$ cat config.mk
export PLATFORM = sky130hd
export DESIGN_NAME = pwm_cycle_length_config
export DESIGN_NICKNAME = d
export VERILOG_FILES = /design/src/rtl/pwm_cycle_pkg.sv /design/src/rtl/pwm_cycle_length_config.sv
export SDC_FILE = /design/constraint.sdc
export NUM_CORES = 1
export LEC_CHECK = 0
export ABC_AREA = 1
export CAP_MARGIN = 40
export CORE_MARGIN = 3
export CORE_UTILIZATION = 59
export CTS_CLUSTER_SIZE = 28
export DETAILED_ROUTE_END_ITERATION = 12
export DONT_BUFFER_PORTS = 1
export PLACE_DENSITY = 0.75
export SLEW_MARGIN = 20
export SYNTH_ARGS = -nofsm -noshare
export SYNTH_HDL_FRONTEND = slang
export SYNTH_SLANG_ARGS = --single-unit
export TNS_END_PERCENT = 100
$ cat constraint.sdc
create_clock -name clk_in -period 2.2 [get_ports clk_in]
set_input_delay 0.11 -clock clk_in [delete_from_list [all_inputs] [get_ports clk_in]]
set_output_delay 0.11 -clock clk_in [all_outputs]
set_load 0.05 [all_outputs]
$ cat src/rtl/pwm_cycle_pkg.sv
// Functional notes
// - reload select routes compare accesses to reload
// - reload values used only in 9-11 bit
// - interrupt request equals flag and enable
// - flag sets on selected counter bit overflow
// - flag set by hardware or software only
// - unused bits read zero, writes ignored
// - select 00/01/10 gives 8/9/10 bit cycle
// - wide channels ignore the shared cycle length
// - configuration register resets to all zero
// - wide enable picks 16-bit cycle over shared
package pwm_cycle_pkg;
    localparam logic [7:0] CFG_ADDR      = 8'h00_F4;
    localparam logic [7:0] CFG_RESET     = 8'h00_00;
    localparam int         RELOAD_SEL_BIT = 7;
    localparam int         OVF_INT_EN_BIT = 6;
    localparam int         OVF_FLAG_BIT   = 5;
    localparam int         LEN_SEL_LSB    = 0;
    localparam int         LEN_SEL_W      = 2;
    localparam int         COUNT_W        = 16;
    localparam int         NUM_CHANNELS   = 5;
    localparam logic [1:0] LEN_8         = 2'h0;
    localparam logic [1:0] LEN_9         = 2'h1;
    localparam logic [1:0] LEN_10        = 2'h2;
    localparam logic [1:0] LEN_11        = 2'h3;
    localparam int         BASE_LEN      = 8;
endpackage : pwm_cycle_pkg

$ cat src/rtl/pwm_cycle_length_config.sv
`timescale 1ns/10ps
module pwm_cycle_length_config #(
    parameter int CHANNELS = pwm_cycle_pkg::NUM_CHANNELS
) (
    input  wire logic                                 clk_in,
    input  wire logic                                 rst_in,
    input  wire logic [7:0]                           sfr_addr_in,
    input  wire logic                                 sfr_wr_in,
    input  wire logic                                 sfr_rd_in,
    input  wire logic [7:0]                           sfr_wdata_in,
    output logic      [7:0]                           sfr_rdata_out,
    input  wire logic                                 cmp_wr_in,
    input  wire logic                                 cmp_rd_in,
    output logic                                      capcmp_wr_out,
    output logic                                      capcmp_rd_out,
    output logic                                      reload_wr_out,
    output logic                                      reload_rd_out,
    input  wire logic [pwm_cycle_pkg::COUNT_W-1:0]    main_counter_in,
    input  wire logic [CHANNELS-1:0]                  pwm_mode_in,
    input  wire logic [CHANNELS-1:0]                  wide_pwm_enable_in,
    output logic      [CHANNELS-1:0]                  chan_reload_use_out,
    output logic      [CHANNELS-1:0]                  chan_cycle_end_out,
    output logic      [1:0]                           cycle_len_sel_out,
    output logic                                      cycle_ovf_flag_out,
    output logic                                      cycle_irq_out
);
    import pwm_cycle_pkg::*;

    typedef struct packed {
        logic                 reload_reg_select;
        logic                 cycle_ovf_int_en;
        logic                 cycle_ovf_flag;
        logic [1:0]           cycle_len_sel;
        logic [COUNT_W-1:0]   prev_count;
        logic                 prev_valid;
        logic [7:0]           rdata;
    } state_s;

    state_s st;
    state_s next_st;

    logic             cfg_hit;
    logic [7:0]       cfg_value;
    logic [3:0]       sel_bits;
    logic [10:0]      low_mask;
    logic             short_ovf;
    logic             wide_ovf;

    assign cfg_hit = sfr_addr_in == CFG_ADDR;

    // unused bits 4:2 always read back as zero
    assign cfg_value = {st.reload_reg_select, st.cycle_ovf_int_en, st.cycle_ovf_flag,
                        3'b000, st.cycle_len_sel};

    // cycle length in bits; 11 maps to eleven bits like the other codes
    always_comb begin
        unique case (st.cycle_len_sel)
            LEN_8:  sel_bits = 4'(BASE_LEN);
            LEN_9:  sel_bits = 4'(BASE_LEN + 1);
            LEN_10: sel_bits = 4'(BASE_LEN + 2);
            LEN_11: sel_bits = 4'(BASE_LEN + 3);
        endcase
    end

    assign low_mask = 11'((12'h0_001 << sel_bits) - 12'h0_001);

    // the low bits roll from all ones to zero: an overflow out of the chosen bit
    assign short_ovf = st.prev_valid
                     && ((st.prev_count[10:0] & low_mask) == low_mask)
                     && ((main_counter_in[10:0] & low_mask) == 11'h000);
    assign wide_ovf  = st.prev_valid
                     && (st.prev_count == {COUNT_W{1'b1}})
                     && (main_counter_in == '0);

    always_comb begin
        next_st            = st;
        next_st.prev_count = main_counter_in;
        next_st.prev_valid = 1'b1;
        next_st.rdata      = (sfr_rd_in && cfg_hit) ? cfg_value : 8'h00;
        if (sfr_wr_in && cfg_hit) begin
            next_st.reload_reg_select = sfr_wdata_in[RELOAD_SEL_BIT];
            next_st.cycle_ovf_int_en  = sfr_wdata_in[OVF_INT_EN_BIT];
            next_st.cycle_ovf_flag    = sfr_wdata_in[OVF_FLAG_BIT];
            next_st.cycle_len_sel     = sfr_wdata_in[LEN_SEL_LSB +: LEN_SEL_W];
        end
        // hardware only sets; a same-cycle software clear loses to the event
        if (short_ovf) begin
            next_st.cycle_ovf_flag = 1'b1;
        end
        if (rst_in) begin
            next_st                   = '0;
            next_st.reload_reg_select = CFG_RESET[RELOAD_SEL_BIT];
            next_st.cycle_ovf_int_en  = CFG_RESET[OVF_INT_EN_BIT];
            next_st.cycle_ovf_flag    = CFG_RESET[OVF_FLAG_BIT];
            next_st.cycle_len_sel     = CFG_RESET[LEN_SEL_LSB +: LEN_SEL_W];
        end
    end

    always_ff @(posedge clk_in) begin
        st <= next_st;
    end

    assign sfr_rdata_out      = st.rdata;
    assign cycle_len_sel_out  = st.cycle_len_sel;
    assign cycle_ovf_flag_out = st.cycle_ovf_flag;
    assign cycle_irq_out      = st.cycle_ovf_flag & st.cycle_ovf_int_en;

    // compare-address strobes go to exactly one register bank
    assign capcmp_wr_out = cmp_wr_in & ~st.reload_reg_select;
    assign capcmp_rd_out = cmp_rd_in & ~st.reload_reg_select;
    assign reload_wr_out = cmp_wr_in &  st.reload_reg_select;
    assign reload_rd_out = cmp_rd_in &  st.reload_reg_select;

    genvar ch;
    generate
        for (ch = 0; ch < CHANNELS; ch++) begin : g_chan
            // reload only matters for 9..11 bit cycles of non-wide pwm channels
            assign chan_reload_use_out[ch] = pwm_mode_in[ch] && !wide_pwm_enable_in[ch]
                                           && (st.cycle_len_sel != LEN_8);
            assign chan_cycle_end_out[ch]  = pwm_mode_in[ch]
                                           && (wide_pwm_enable_in[ch] ? wide_ovf : short_ovf);

            // a channel outside pwm mode must never see the shared cycle
            a_chan_idle: assert property (@(posedge clk_in) disable iff (rst_in)
                !pwm_mode_in[ch] |-> (!chan_cycle_end_out[ch] && !chan_reload_use_out[ch]))
                else $error("idle channel shows pwm activity");
            a_chan_short: assert property (@(posedge clk_in) disable iff (rst_in)
                (pwm_mode_in[ch] && !wide_pwm_enable_in[ch]) |-> (chan_cycle_end_out[ch] == short_ovf))
                else $error("narrow channel missed shared cycle end");
        end
    endgenerate

    a_reset_zero: assert property (@(posedge clk_in) rst_in |=> (cfg_value == CFG_RESET))
        else $error("config not zero after reset");
    a_unused_zero: assert property (@(posedge clk_in) disable iff (rst_in) cfg_value[4:2] == 3'b000)
        else $error("unused config bits not zero");
    a_flag_sticky: assert property (@(posedge clk_in) disable iff (rst_in)
        (st.cycle_ovf_flag && !(sfr_wr_in && cfg_hit)) |=> st.cycle_ovf_flag)
        else $error("overflow flag cleared by hardware");
    a_ovf_sets_flag: assert property (@(posedge clk_in) disable iff (rst_in)
        short_ovf |=> st.cycle_ovf_flag)
        else $error("overflow did not set flag");
    a_irq_gate: assert property (@(posedge clk_in) disable iff (rst_in)
        cycle_irq_out == (cycle_ovf_flag_out && cfg_value[OVF_INT_EN_BIT]))
        else $error("interrupt request mismatch");
    a_route_excl: assert property (@(posedge clk_in) disable iff (rst_in)
        cmp_wr_in |-> (reload_wr_out == cfg_value[RELOAD_SEL_BIT]) && (capcmp_wr_out != reload_wr_out))
        else $error("compare write misrouted");
    a_len_nine: assert property (@(posedge clk_in) disable iff (rst_in)
        (st.cycle_len_sel == LEN_9 && st.prev_count[8:0] == 9'h1FF && main_counter_in[8:0] == 9'h000
         && st.prev_valid) |-> short_ovf)
        else $error("9-bit overflow missed");
    a_len_eleven: assert property (@(posedge clk_in) disable iff (rst_in)
        (st.cycle_len_sel == LEN_11 && short_ovf) |-> main_counter_in[10:0] == 11'h000)
        else $error("11-bit overflow at wrong count");
    a_wide_ignores: assert property (@(posedge clk_in) disable iff (rst_in)
        (pwm_mode_in[0] && wide_pwm_enable_in[0]) |-> !chan_reload_use_out[0]
        && (chan_cycle_end_out[0] == wide_ovf))
        else $error("wide channel used shared cycle");
    a_reload_eight: assert property (@(posedge clk_in) disable iff (rst_in)
        (st.cycle_len_sel == LEN_8) |-> chan_reload_use_out == '0)
        else $error("reload used in 8-bit cycle");
    a_write_read: assert property (@(posedge clk_in) disable iff (rst_in)
        (sfr_wr_in && cfg_hit && !short_ovf) ##1 (sfr_rd_in && cfg_hit && !sfr_wr_in && !short_ovf)
        |=> sfr_rdata_out == ($past(sfr_wdata_in, 2) & 8'h00_E3))
        else $error("readback differs from write");
    a_route_rd: assert property (@(posedge clk_in) disable iff (rst_in)
        cmp_rd_in |-> (reload_rd_out == st.reload_reg_select) && (capcmp_rd_out == !st.reload_reg_select))
        else $error("compare read misrouted");
    a_route_idle: assert property (@(posedge clk_in) disable iff (rst_in)
        (!cmp_wr_in && !cmp_rd_in) |-> !(capcmp_wr_out || capcmp_rd_out || reload_wr_out || reload_rd_out))
        else $error("routing strobe without access");
    a_len_eight: assert property (@(posedge clk_in) disable iff (rst_in)
        (st.cycle_len_sel == LEN_8 && st.prev_valid && st.prev_count[7:0] == 8'hFF
         && main_counter_in[7:0] == 8'h00) |-> short_ovf)
        else $error("8-bit overflow missed");
    a_len_ten: assert property (@(posedge clk_in) disable iff (rst_in)
        (st.cycle_len_sel == LEN_10 && st.prev_valid && st.prev_count[9:0] == 10'h3FF
         && main_counter_in[9:0] == 10'h000) |-> short_ovf)
        else $error("10-bit overflow missed");
    a_len_eleven_hit: assert property (@(posedge clk_in) disable iff (rst_in)
        (st.cycle_len_sel == LEN_11 && st.prev_valid && st.prev_count[10:0] == 11'h7FF
         && main_counter_in[10:0] == 11'h000) |-> short_ovf)
        else $error("11-bit overflow missed");
    a_nine_mid: assert property (@(posedge clk_in) disable iff (rst_in)
        (st.cycle_len_sel == LEN_9 && main_counter_in[8:0] != 9'h000) |-> !short_ovf)
        else $error("9-bit overflow at wrong count");
    a_sw_set: assert property (@(posedge clk_in) disable iff (rst_in)
        (sfr_wr_in && cfg_hit && sfr_wdata_in[OVF_FLAG_BIT]) |=> st.cycle_ovf_flag)
        else $error("software set of flag lost");
    a_irq_masked: assert property (@(posedge clk_in) disable iff (rst_in)
        !st.cycle_ovf_int_en |-> !cycle_irq_out)
        else $error("masked flag raised a request");
    a_rdata_idle: assert property (@(posedge clk_in) disable iff (rst_in)
        !(sfr_rd_in && cfg_hit) |=> (sfr_rdata_out == 8'h00))
        else $error("read data without a config read");
    a_other_addr: assert property (@(posedge clk_in) disable iff (rst_in)
        (!(sfr_wr_in && cfg_hit) && !short_ovf) |=> $stable(cfg_value))
        else $error("config changed without a write");

endmodule : pwm_cycle_length_config

# Yosys cells after proc, flatten, opt, wreduce, memory -nomap -nowiden
# Cells that the tools add are included.
# Widths: inputs -> output; s select.
[word_totals] reg_bits=30 in_bits=48 output_inout_bits=26 wordCells=67
[classes] add_sub_neg=1 eq_ne=6 n_shift=1 muxes=10 bitwise=9 reduce_logical=32
[op_table] cell="$and 11x11->11" count=2
[op_table] cell="$logic_and 1x1->1" count=21
[op_table] cell="$eq 16x16->1 const B" count=1
[op_table] cell="$logic_not 16->1" count=1
[op_table] cell="$pmux 4 s4" count=1
[op_table] cell="$eq 11x11->1" count=1
[op_table] cell="$logic_not 11->1" count=1
[op_table] cell="$shl 1x4->11 const A" count=1
[op_table] cell="$sub 11x1->11 const B" count=1
[op_table] cell="$mux 9" count=1
[op_table] cell="$eq 8x8->1 const B" count=1
[op_table] cell="$mux 8" count=1
[op_table] cell="$mux 1" count=6
[op_table] cell="$and 1x1->1" count=5
[op_table] cell="$logic_not 1->1" count=5
[op_table] cell="$eq 2x2->1 const B" count=2
[op_table] cell="$reduce_bool 2->1" count=2
[op_table] cell="$mux 3" count=1
[op_table] cell="$eq 2x1->1 const B" count=1
[op_table] cell="$logic_not 2->1" count=1
[op_table] cell="$not 1->1" count=2
[op_table] cell="$reduce_or 2->1" count=1

# Logic depth before layout (Yosys ltp)
# Gate-level depths: netlist of the first run.
[logic_depth] word_depth=10 depth_mapped=7

# Least setup slack after synthesis of the first run
# No wires, ideal clock.
[synth_timing] path_type="register -> output" start="register st (netlist bit cycle_len_sel_out[1])" end="output chan_reload_use_out[0]" t_arrival_ns=1.546 required_time_ns=2.090 slack_ns=0.544 path_stages_with_launch=3 path_cell_list="dfxtp_1 > nor2_2 > nor3_1"
[synth_between] elab_chain_len=2
[synth_rtl] element="start, declared" line="pwm_cycle_length_config.sv:39" rtl="state_s st;"
[synth_rtl] element="start signal, assigned" line="pwm_cycle_length_config.sv:100" rtl="st <= next_st;"
[synth_rtl] element="$reduce_bool 2->1" line="pwm_cycle_length_config.sv:119" rtl="&& (st.cycle_len_sel != LEN_8);"
[synth_rtl] element="$logic_and 1x1->1" line="pwm_cycle_length_config.sv:119"
[synth_rtl] element="end, declared" line="pwm_cycle_length_config.sv:21" rtl="output logic [CHANNELS-1:0] chan_reload_use_out,"
# No other way between the ends.

# Final worst setup path of the first run
[layout_timing] start="input main_counter_in[12] in the netlist's numbering" end="output chan_cycle_end_out[0]"
[layout_between] elab_chain_len=4
[layout_rtl] element="start, declared" line="pwm_cycle_length_config.sv:18" rtl="input wire logic [pwm_cycle_pkg::COUNT_W-1:0] main_counter_in,"
[layout_rtl] element="$logic_not 16->1" line="pwm_cycle_length_config.sv:73" rtl="&& (main_counter_in == '0);"
[layout_rtl] element="$logic_and 1x1->1" line="pwm_cycle_length_config.sv:73"
[layout_rtl] element="$mux 1" line="pwm_cycle_length_config.sv:121" rtl="&& (wide_pwm_enable_in[ch] ? wide_ovf : short_ovf);"
[layout_rtl] element="$logic_and 1x1->1" line="pwm_cycle_length_config.sv:121"
[layout_rtl] element="end, declared" line="pwm_cycle_length_config.sv:22" rtl="output logic [CHANNELS-1:0] chan_cycle_end_out,"
# No other way between the ends.

==> results_dict.tcl, run 1 <==
set metrics [dict create \
    status "finished clean" \
    grt_pass1_wl_mm 4.30 \
    ys_ff_latch 27 \
    path_cells "dlygate4sd3_1, inv_1, nand2_1, nor2_1, nand3b_1, nor2_1, nand3b_1, nand2_1" \
    crit_arrival_ps 1830 \
    vias_per_cell 4.86 \
    worstSetupPathType "in -> out" \
    synthAdderAreaFrac_pct 0 \
    cap_violations 0 \
    hp-class "in -> reg" \
    syn_inst 195 \
    port_buffers 0 \
    yosysTopAreaCellShare_pct 41.8 \
    synth-edff-count 0 \
    path_clk_slew_ps 130 \
    grt_start_max_net_pins 19 \
    fmax_mhz 516 \
    post-route-drc-count 0 \
    synth.most_common_cell "nor2_1" \
    powerDensity_nw_per_um2 527 \
    start_util_pct 64.0 \
    clock_latency_ps 310 \
    critPathTopFamily "simple AND/OR/NAND/NOR gates" \
    via_count 1191 \
    tightest_slew_ps 597 \
    synth_area_um2 1290 \
    drive_gt1_share_pct 8.72 \
    die_h_um 52.8 \
    vdd_drop_max_mv 0.434 \
    syn2layout_area_growth_pct 19.7 \
    netlist_top_cells_count "nor2_1, inv_1, nand2_1" \
    cts_buffer_depth 2 \
    async_flop_share_pct 0 \
    synthSimpleGateAreaFrac_pct 35.0 \
    stdcell_count 245 \
    dieArea_um2 2790 \
    crit_path_max_fanout 5 \
    cp.required_ps 2090 \
    synth_warnings 0 \
    wl_mm 2.82 \
    drt_iter0_drc 21 \
    htreeDepth 1 \
    routedWlPerCell_um 11.5 \
    ys_types 19 \
    chipWidth_um 52.8 \
    dp.cells 221 \
    finClkSkew_ps 4.81 \
    cts_root_buffer "clkbuf_4" \
    drtAntennaViolNets 0 \
    endpoint_kind "primary output" \
    synthFlopType "dfxtp_1" \
    avgSynthCellArea_um2 6.63 \
    post-dp-hpwl_mm 2.07 \
    timing.final.crit_period_ps 1940 \
    first_pass_iters 4 \
    synth-xor-area-share_pct 0 \
    grt-ovfl-total 0 \
    coreArea_um2 2020 \
    hold_viol 0 \
    crit_buf_inv 2 \
    synth_top_family_by_area "simple AND/OR/NAND/NOR gates" \
    p_leak_uw 0.000766 \
    cts_made_buffers 3 \
    cts_tree "built" \
    synth_area_leaders "dfxtp_1, nor2_1, inv_1" \
    synth_largest_area_cell "dfxtp_1" \
    place.gp.congestion 0.698 \
    max_slew_margin_pct 60.1 \
    rows 16 \
    synth_compound_area_share_pct 5.03 \
    slew_viol_final 0 \
    setup_violations 0 \
    dpl-instance-area_um2 1320 \
    cp-start-kind "primary input" \
    antenna_found_initial 0 \
    diodes 0 \
    whs_ps 1.02 \
    max_stage_delay_ps 560 \
    cts.sinks 27 \
    fin_crit_sh_pct 88.1 \
    final_nets 267 \
    grtUsageTotal_pct 20.9 \
    synth_mux_area_share_pct 0 \
    design_area_um2 1550 \
    yosysSeqAreaShare_pct 41.8 \
    grt_pass1_vias 1053 \
    cpMaxStageDelayCell "dlygate4sd3_1" \
    pin_count 74 \
    fin_setup_tns_ps 0 \
    rsz0062_at_grt "false" \
]
[power breakdown]
group | switching (uW) | leakage (uW) | internal (uW)
registers | 4.89 | 0.000222 | 506
clock network | 134 | 0.0000177 | 67.9
logic | 59.1 | 0.000526 | 45.8
total | 198 | 0.000766 | 619
[sequential cells by signal, indices dropped and copies added, names as in the netlist]
register,count
cycle_ovf_flag_out,1
sfr_rdata_out,5
st,17
cycle_len_sel_out,2
cfg_value,2
[metal layers]
metal | vias up | global-route usage, % | share of wire [%]
li1 | 617 | - | -
met1 | 505 | 22.7 | 39
met2 | 65 | 37.6 | 48
met3 | 4 | 5.70 | 12
met4 | 0 | 8.51 | 1.1
met5 | - | 0 | 0
[area by class of cell]
cell class	instances	area [um^2]
fill	150	473
inverter	38	143
clock inverter	1	5.00
tap	27	33.8
timing repair buffer	30	275
multi-input combinational	119	529
clock buffer	3	22.5
sequential	27	541
[logic make-up after synthesis]
group	Yosys count
simple gates	106
buf+inv	51
flops	27
compound gates	10
other cells	1
[cell usage in the layout (no fill, tap or decap), types with 3 or more instances in the layout]
cell,Yosys,layout
nor2_1,42,42
nand2_1,37,37
inv_1,37,37
dfxtp_1,27,27
dlygate4sd3_1,0,20
buf_4,10,10
nand3_1,9,9
nor3_1,7,7
nand3b_1,6,6
o21ai_0,4,4
a21oi_1,4,4
nand4_1,3,3
conb_1,1,3
clkbuf_4,0,3
[timing repair]
action                    in CTS  in global routing
setup buffers                  0                  0
hold buffers                  19                  1
gates resized for setup        0                  0
hold endpoints to repair      20                  1
[metrics by stage]
| stage | worst slack [ps] | util [%] | total power, uW |
|---|---|---|---|
| 3_3_place_gp | 728 | 65.3 | 589 |
| 5_1_grt | 99.6 | 76.6 | 856 |
| 2_1_floorplan | 544 | - | 589 |
| 4_1_cts | 283 | 76.1 | 817 |
| 6_report | 263 | 76.6 | 817 |
| 3_5_place_dp | 676 | 65.3 | 592 |
[path summary, 6_finish.rpt]
path	startpoint	slack, ps	end	cells past startpoint
max reg2reg	cycle_len_sel_out[1]	990	cycle_ovf_flag_out	7
max	main_counter_in[12]	260	chan_cycle_end_out[0]	8
min reg2reg	cfg_value[6]	470	sfr_rdata_out[6]	2
min	sfr_wdata_in[1]	1	cycle_len_sel_out[1]	2
[worst reg2reg max path, cell delays in order (launching register included)]
cell,delay [ps]
dfxtp_1,340
nor2_2,240
nand2_1,80
nand2_1,80
inv_2,40
a21oi_4,190
nand2_2,80
a21oi_2,110
Note: power is estimated with default switching activity, not from simulation.
==> inputs of run 2 (changes only) <==
--- a/config.mk
+++ b/config.mk
@@ -12,7 +12,8 @@
 export CTS_CLUSTER_SIZE = 28
 export DETAILED_ROUTE_END_ITERATION = 12
 export DONT_BUFFER_PORTS = 1
-export PLACE_DENSITY = 0.75
+export PLACE_DENSITY = 0.8
+export SKIP_CTS_REPAIR_TIMING = 1
 export SLEW_MARGIN = 20
 export SYNTH_ARGS = -nofsm -noshare
 export SYNTH_HDL_FRONTEND = slang
==> run 2 against run 1 <==
  * Global-route usage shrank 4.3 points
  * Sequential share of layout area grew 0.72 points
  * Die area is the same
==> results_dict.tcl, run 2 (synthesis results as in run 1) <==
set metrics [dict create \
    fin_setup_tns_ps 0 \
    hold_viol 0 \
    die_h_um 52.8 \
    cts_made_buffers 3 \
    finClkSkew_ps 6.25 \
    cpMaxStageDelayCell "dlygate4sd3_1" \
    first_pass_iters 5 \
    tightest_slew_ps 627 \
    largest_register_ffs 17 \
    crit_arrival_ps 1830 \
    setup_ws_ps 263 \
    grt_start_max_net_pins 19 \
    fin_crit_sh_pct 88.0 \
    start_util_pct 64.0 \
    grt_pass1_vias 969 \
    path_cells "dlygate4sd3_1, inv_1, nand2_1, nor2_1, nand3b_1, nor2_1, nand3b_1, nand2_1" \
    via_count 1208 \
    r2r_slack_ps 980 \
    drt_iter0_drc 24 \
    vdd_drop_max_mv 0.488 \
    powerDensity_nw_per_um2 532 \
    place.gp.congestion 0.677 \
    routedWlPerCell_um 11.5 \
    final_cell_mix "nor2_1, nand2_1, inv_1" \
    cts.sinks 27 \
    p_leak_uw 0.000751 \
    final_nets 264 \
    drtAntennaViolNets 0 \
    grt_pass1_wl_mm 3.46 \
    crit_path_max_fanout 5 \
    r2r-end "cycle_ovf_flag_out" \
    stdcell_count 242 \
    n_fill_cell 164 \
    dp.cells 221 \
    port_buffers 0 \
    cp.required_ps 2090 \
    top_register "st" \
    crit_buf_inv 2 \
    r2r_cells 7 \
    post-dp-hpwl_mm 1.94 \
    pin_count 74 \
    path_clk_slew_ps 120 \
    rows 16 \
    hp-class "in -> reg" \
    cts_tree "built" \
    antenna_found_initial 0 \
    grtUsageTotal_pct 16.6 \
    hold_end "cycle_len_sel_out[1]" \
    diodes 0 \
    cts_buffer_depth 2 \
    pre_cts_ws_ps 652 \
    worstHoldStart "sfr_wdata_in[1]" \
    endpoint_kind "primary output" \
    critPathTopFamily "simple AND/OR/NAND/NOR gates" \
    worstSetupPathType "in -> out" \
    htreeDepth 1 \
    rsz0062_at_grt "false" \
    timing.final.crit_period_ps 1940 \
    hold_path_depth 2 \
    post-route-drc-count 0 \
    fmax_mhz 516 \
    final_common_cell "nor2_1" \
    grt-ovfl-total 0 \
    cts_root_buffer "clkbuf_4" \
    worstReg2RegStart "cycle_len_sel_out[1]" \
    slew_viol_final 0 \
    drive_gt1_share_pct 8.37 \
    setup_violations 0 \
    wl_mm 2.77 \
    syn2layout_area_growth_pct 17.3 \
    max_slew_margin_pct 58.1 \
    clock_latency_ps 300 \
    cp-start-kind "primary input" \
    dieArea_um2 2790 \
    max_stage_delay_ps 550 \
    vias_per_cell 4.99 \
    power_uw 808 \
    chipWidth_um 52.8 \
    cap_violations 0 \
    coreArea_um2 2020 \
    status "finished clean" \
]
==> run 2: per-layer routing <==
metal	part of all wire, %	track usage (%)	vias to the layer above
met3	11	4.27	6
li1	-	-	609
met1	37	16.4	522
met2	50	32.9	71
met4	2.1	5.11	0
met5	0	0	-
==> run 2: where the power goes <==
group | internal (uW) | switching [uW] | leakage, uW
clock network | 70.6 | 126 | 0.0000150
logic | 42.3 | 58.5 | 0.000513
registers | 506 | 5.04 | 0.000222
==> run 2: layout make-up <==
type | instances | area (um^2) | area share [%]
well taps | 27 | 33.8 | 2.23
clock buffers | 4 | 26.3 | 1.73
multi-input cells | 119 | 529 | 34.9
flip-flops and latches | 27 | 541 | 35.6
inverters | 38 | 143 | 9.40
repair buffers | 27 | 245 | 16.2
==> run 2: through the flow <==
| stage | util, % | cell area [um^2] | hold WS [ps] |
|---|---|---|---|
| after floorplan | - | 1300 | 217 |
| after global placement | 65.3 | 1320 | 176 |
| after detailed placement | 65.3 | 1320 | 176 |
| after CTS | 66.6 | 1350 | -158 |
| after global routing | 75.1 | 1520 | 1.23 |
| final | 75.1 | 1520 | 4.57 |
==> run 2: how the worst max path moves through the flow <==
stage / start / endpoint / slack (ps) / cells past startpoint
after floorplan: cycle_len_sel_out[1] / chan_reload_use_out[0] / 540 / 2
after global placement: cycle_len_sel_out[1] / chan_cycle_end_out[3] / 720 / 7
after detailed placement: cycle_len_sel_out[1] / chan_cycle_end_out[1] / 650 / 7
after CTS: cycle_len_sel_out[1] / chan_cycle_end_out[1] / 300 / 7
after global routing: main_counter_in[13] / chan_cycle_end_out[4] / 150 / 8
final: main_counter_in[12] / chan_cycle_end_out[2] / 260 / 8
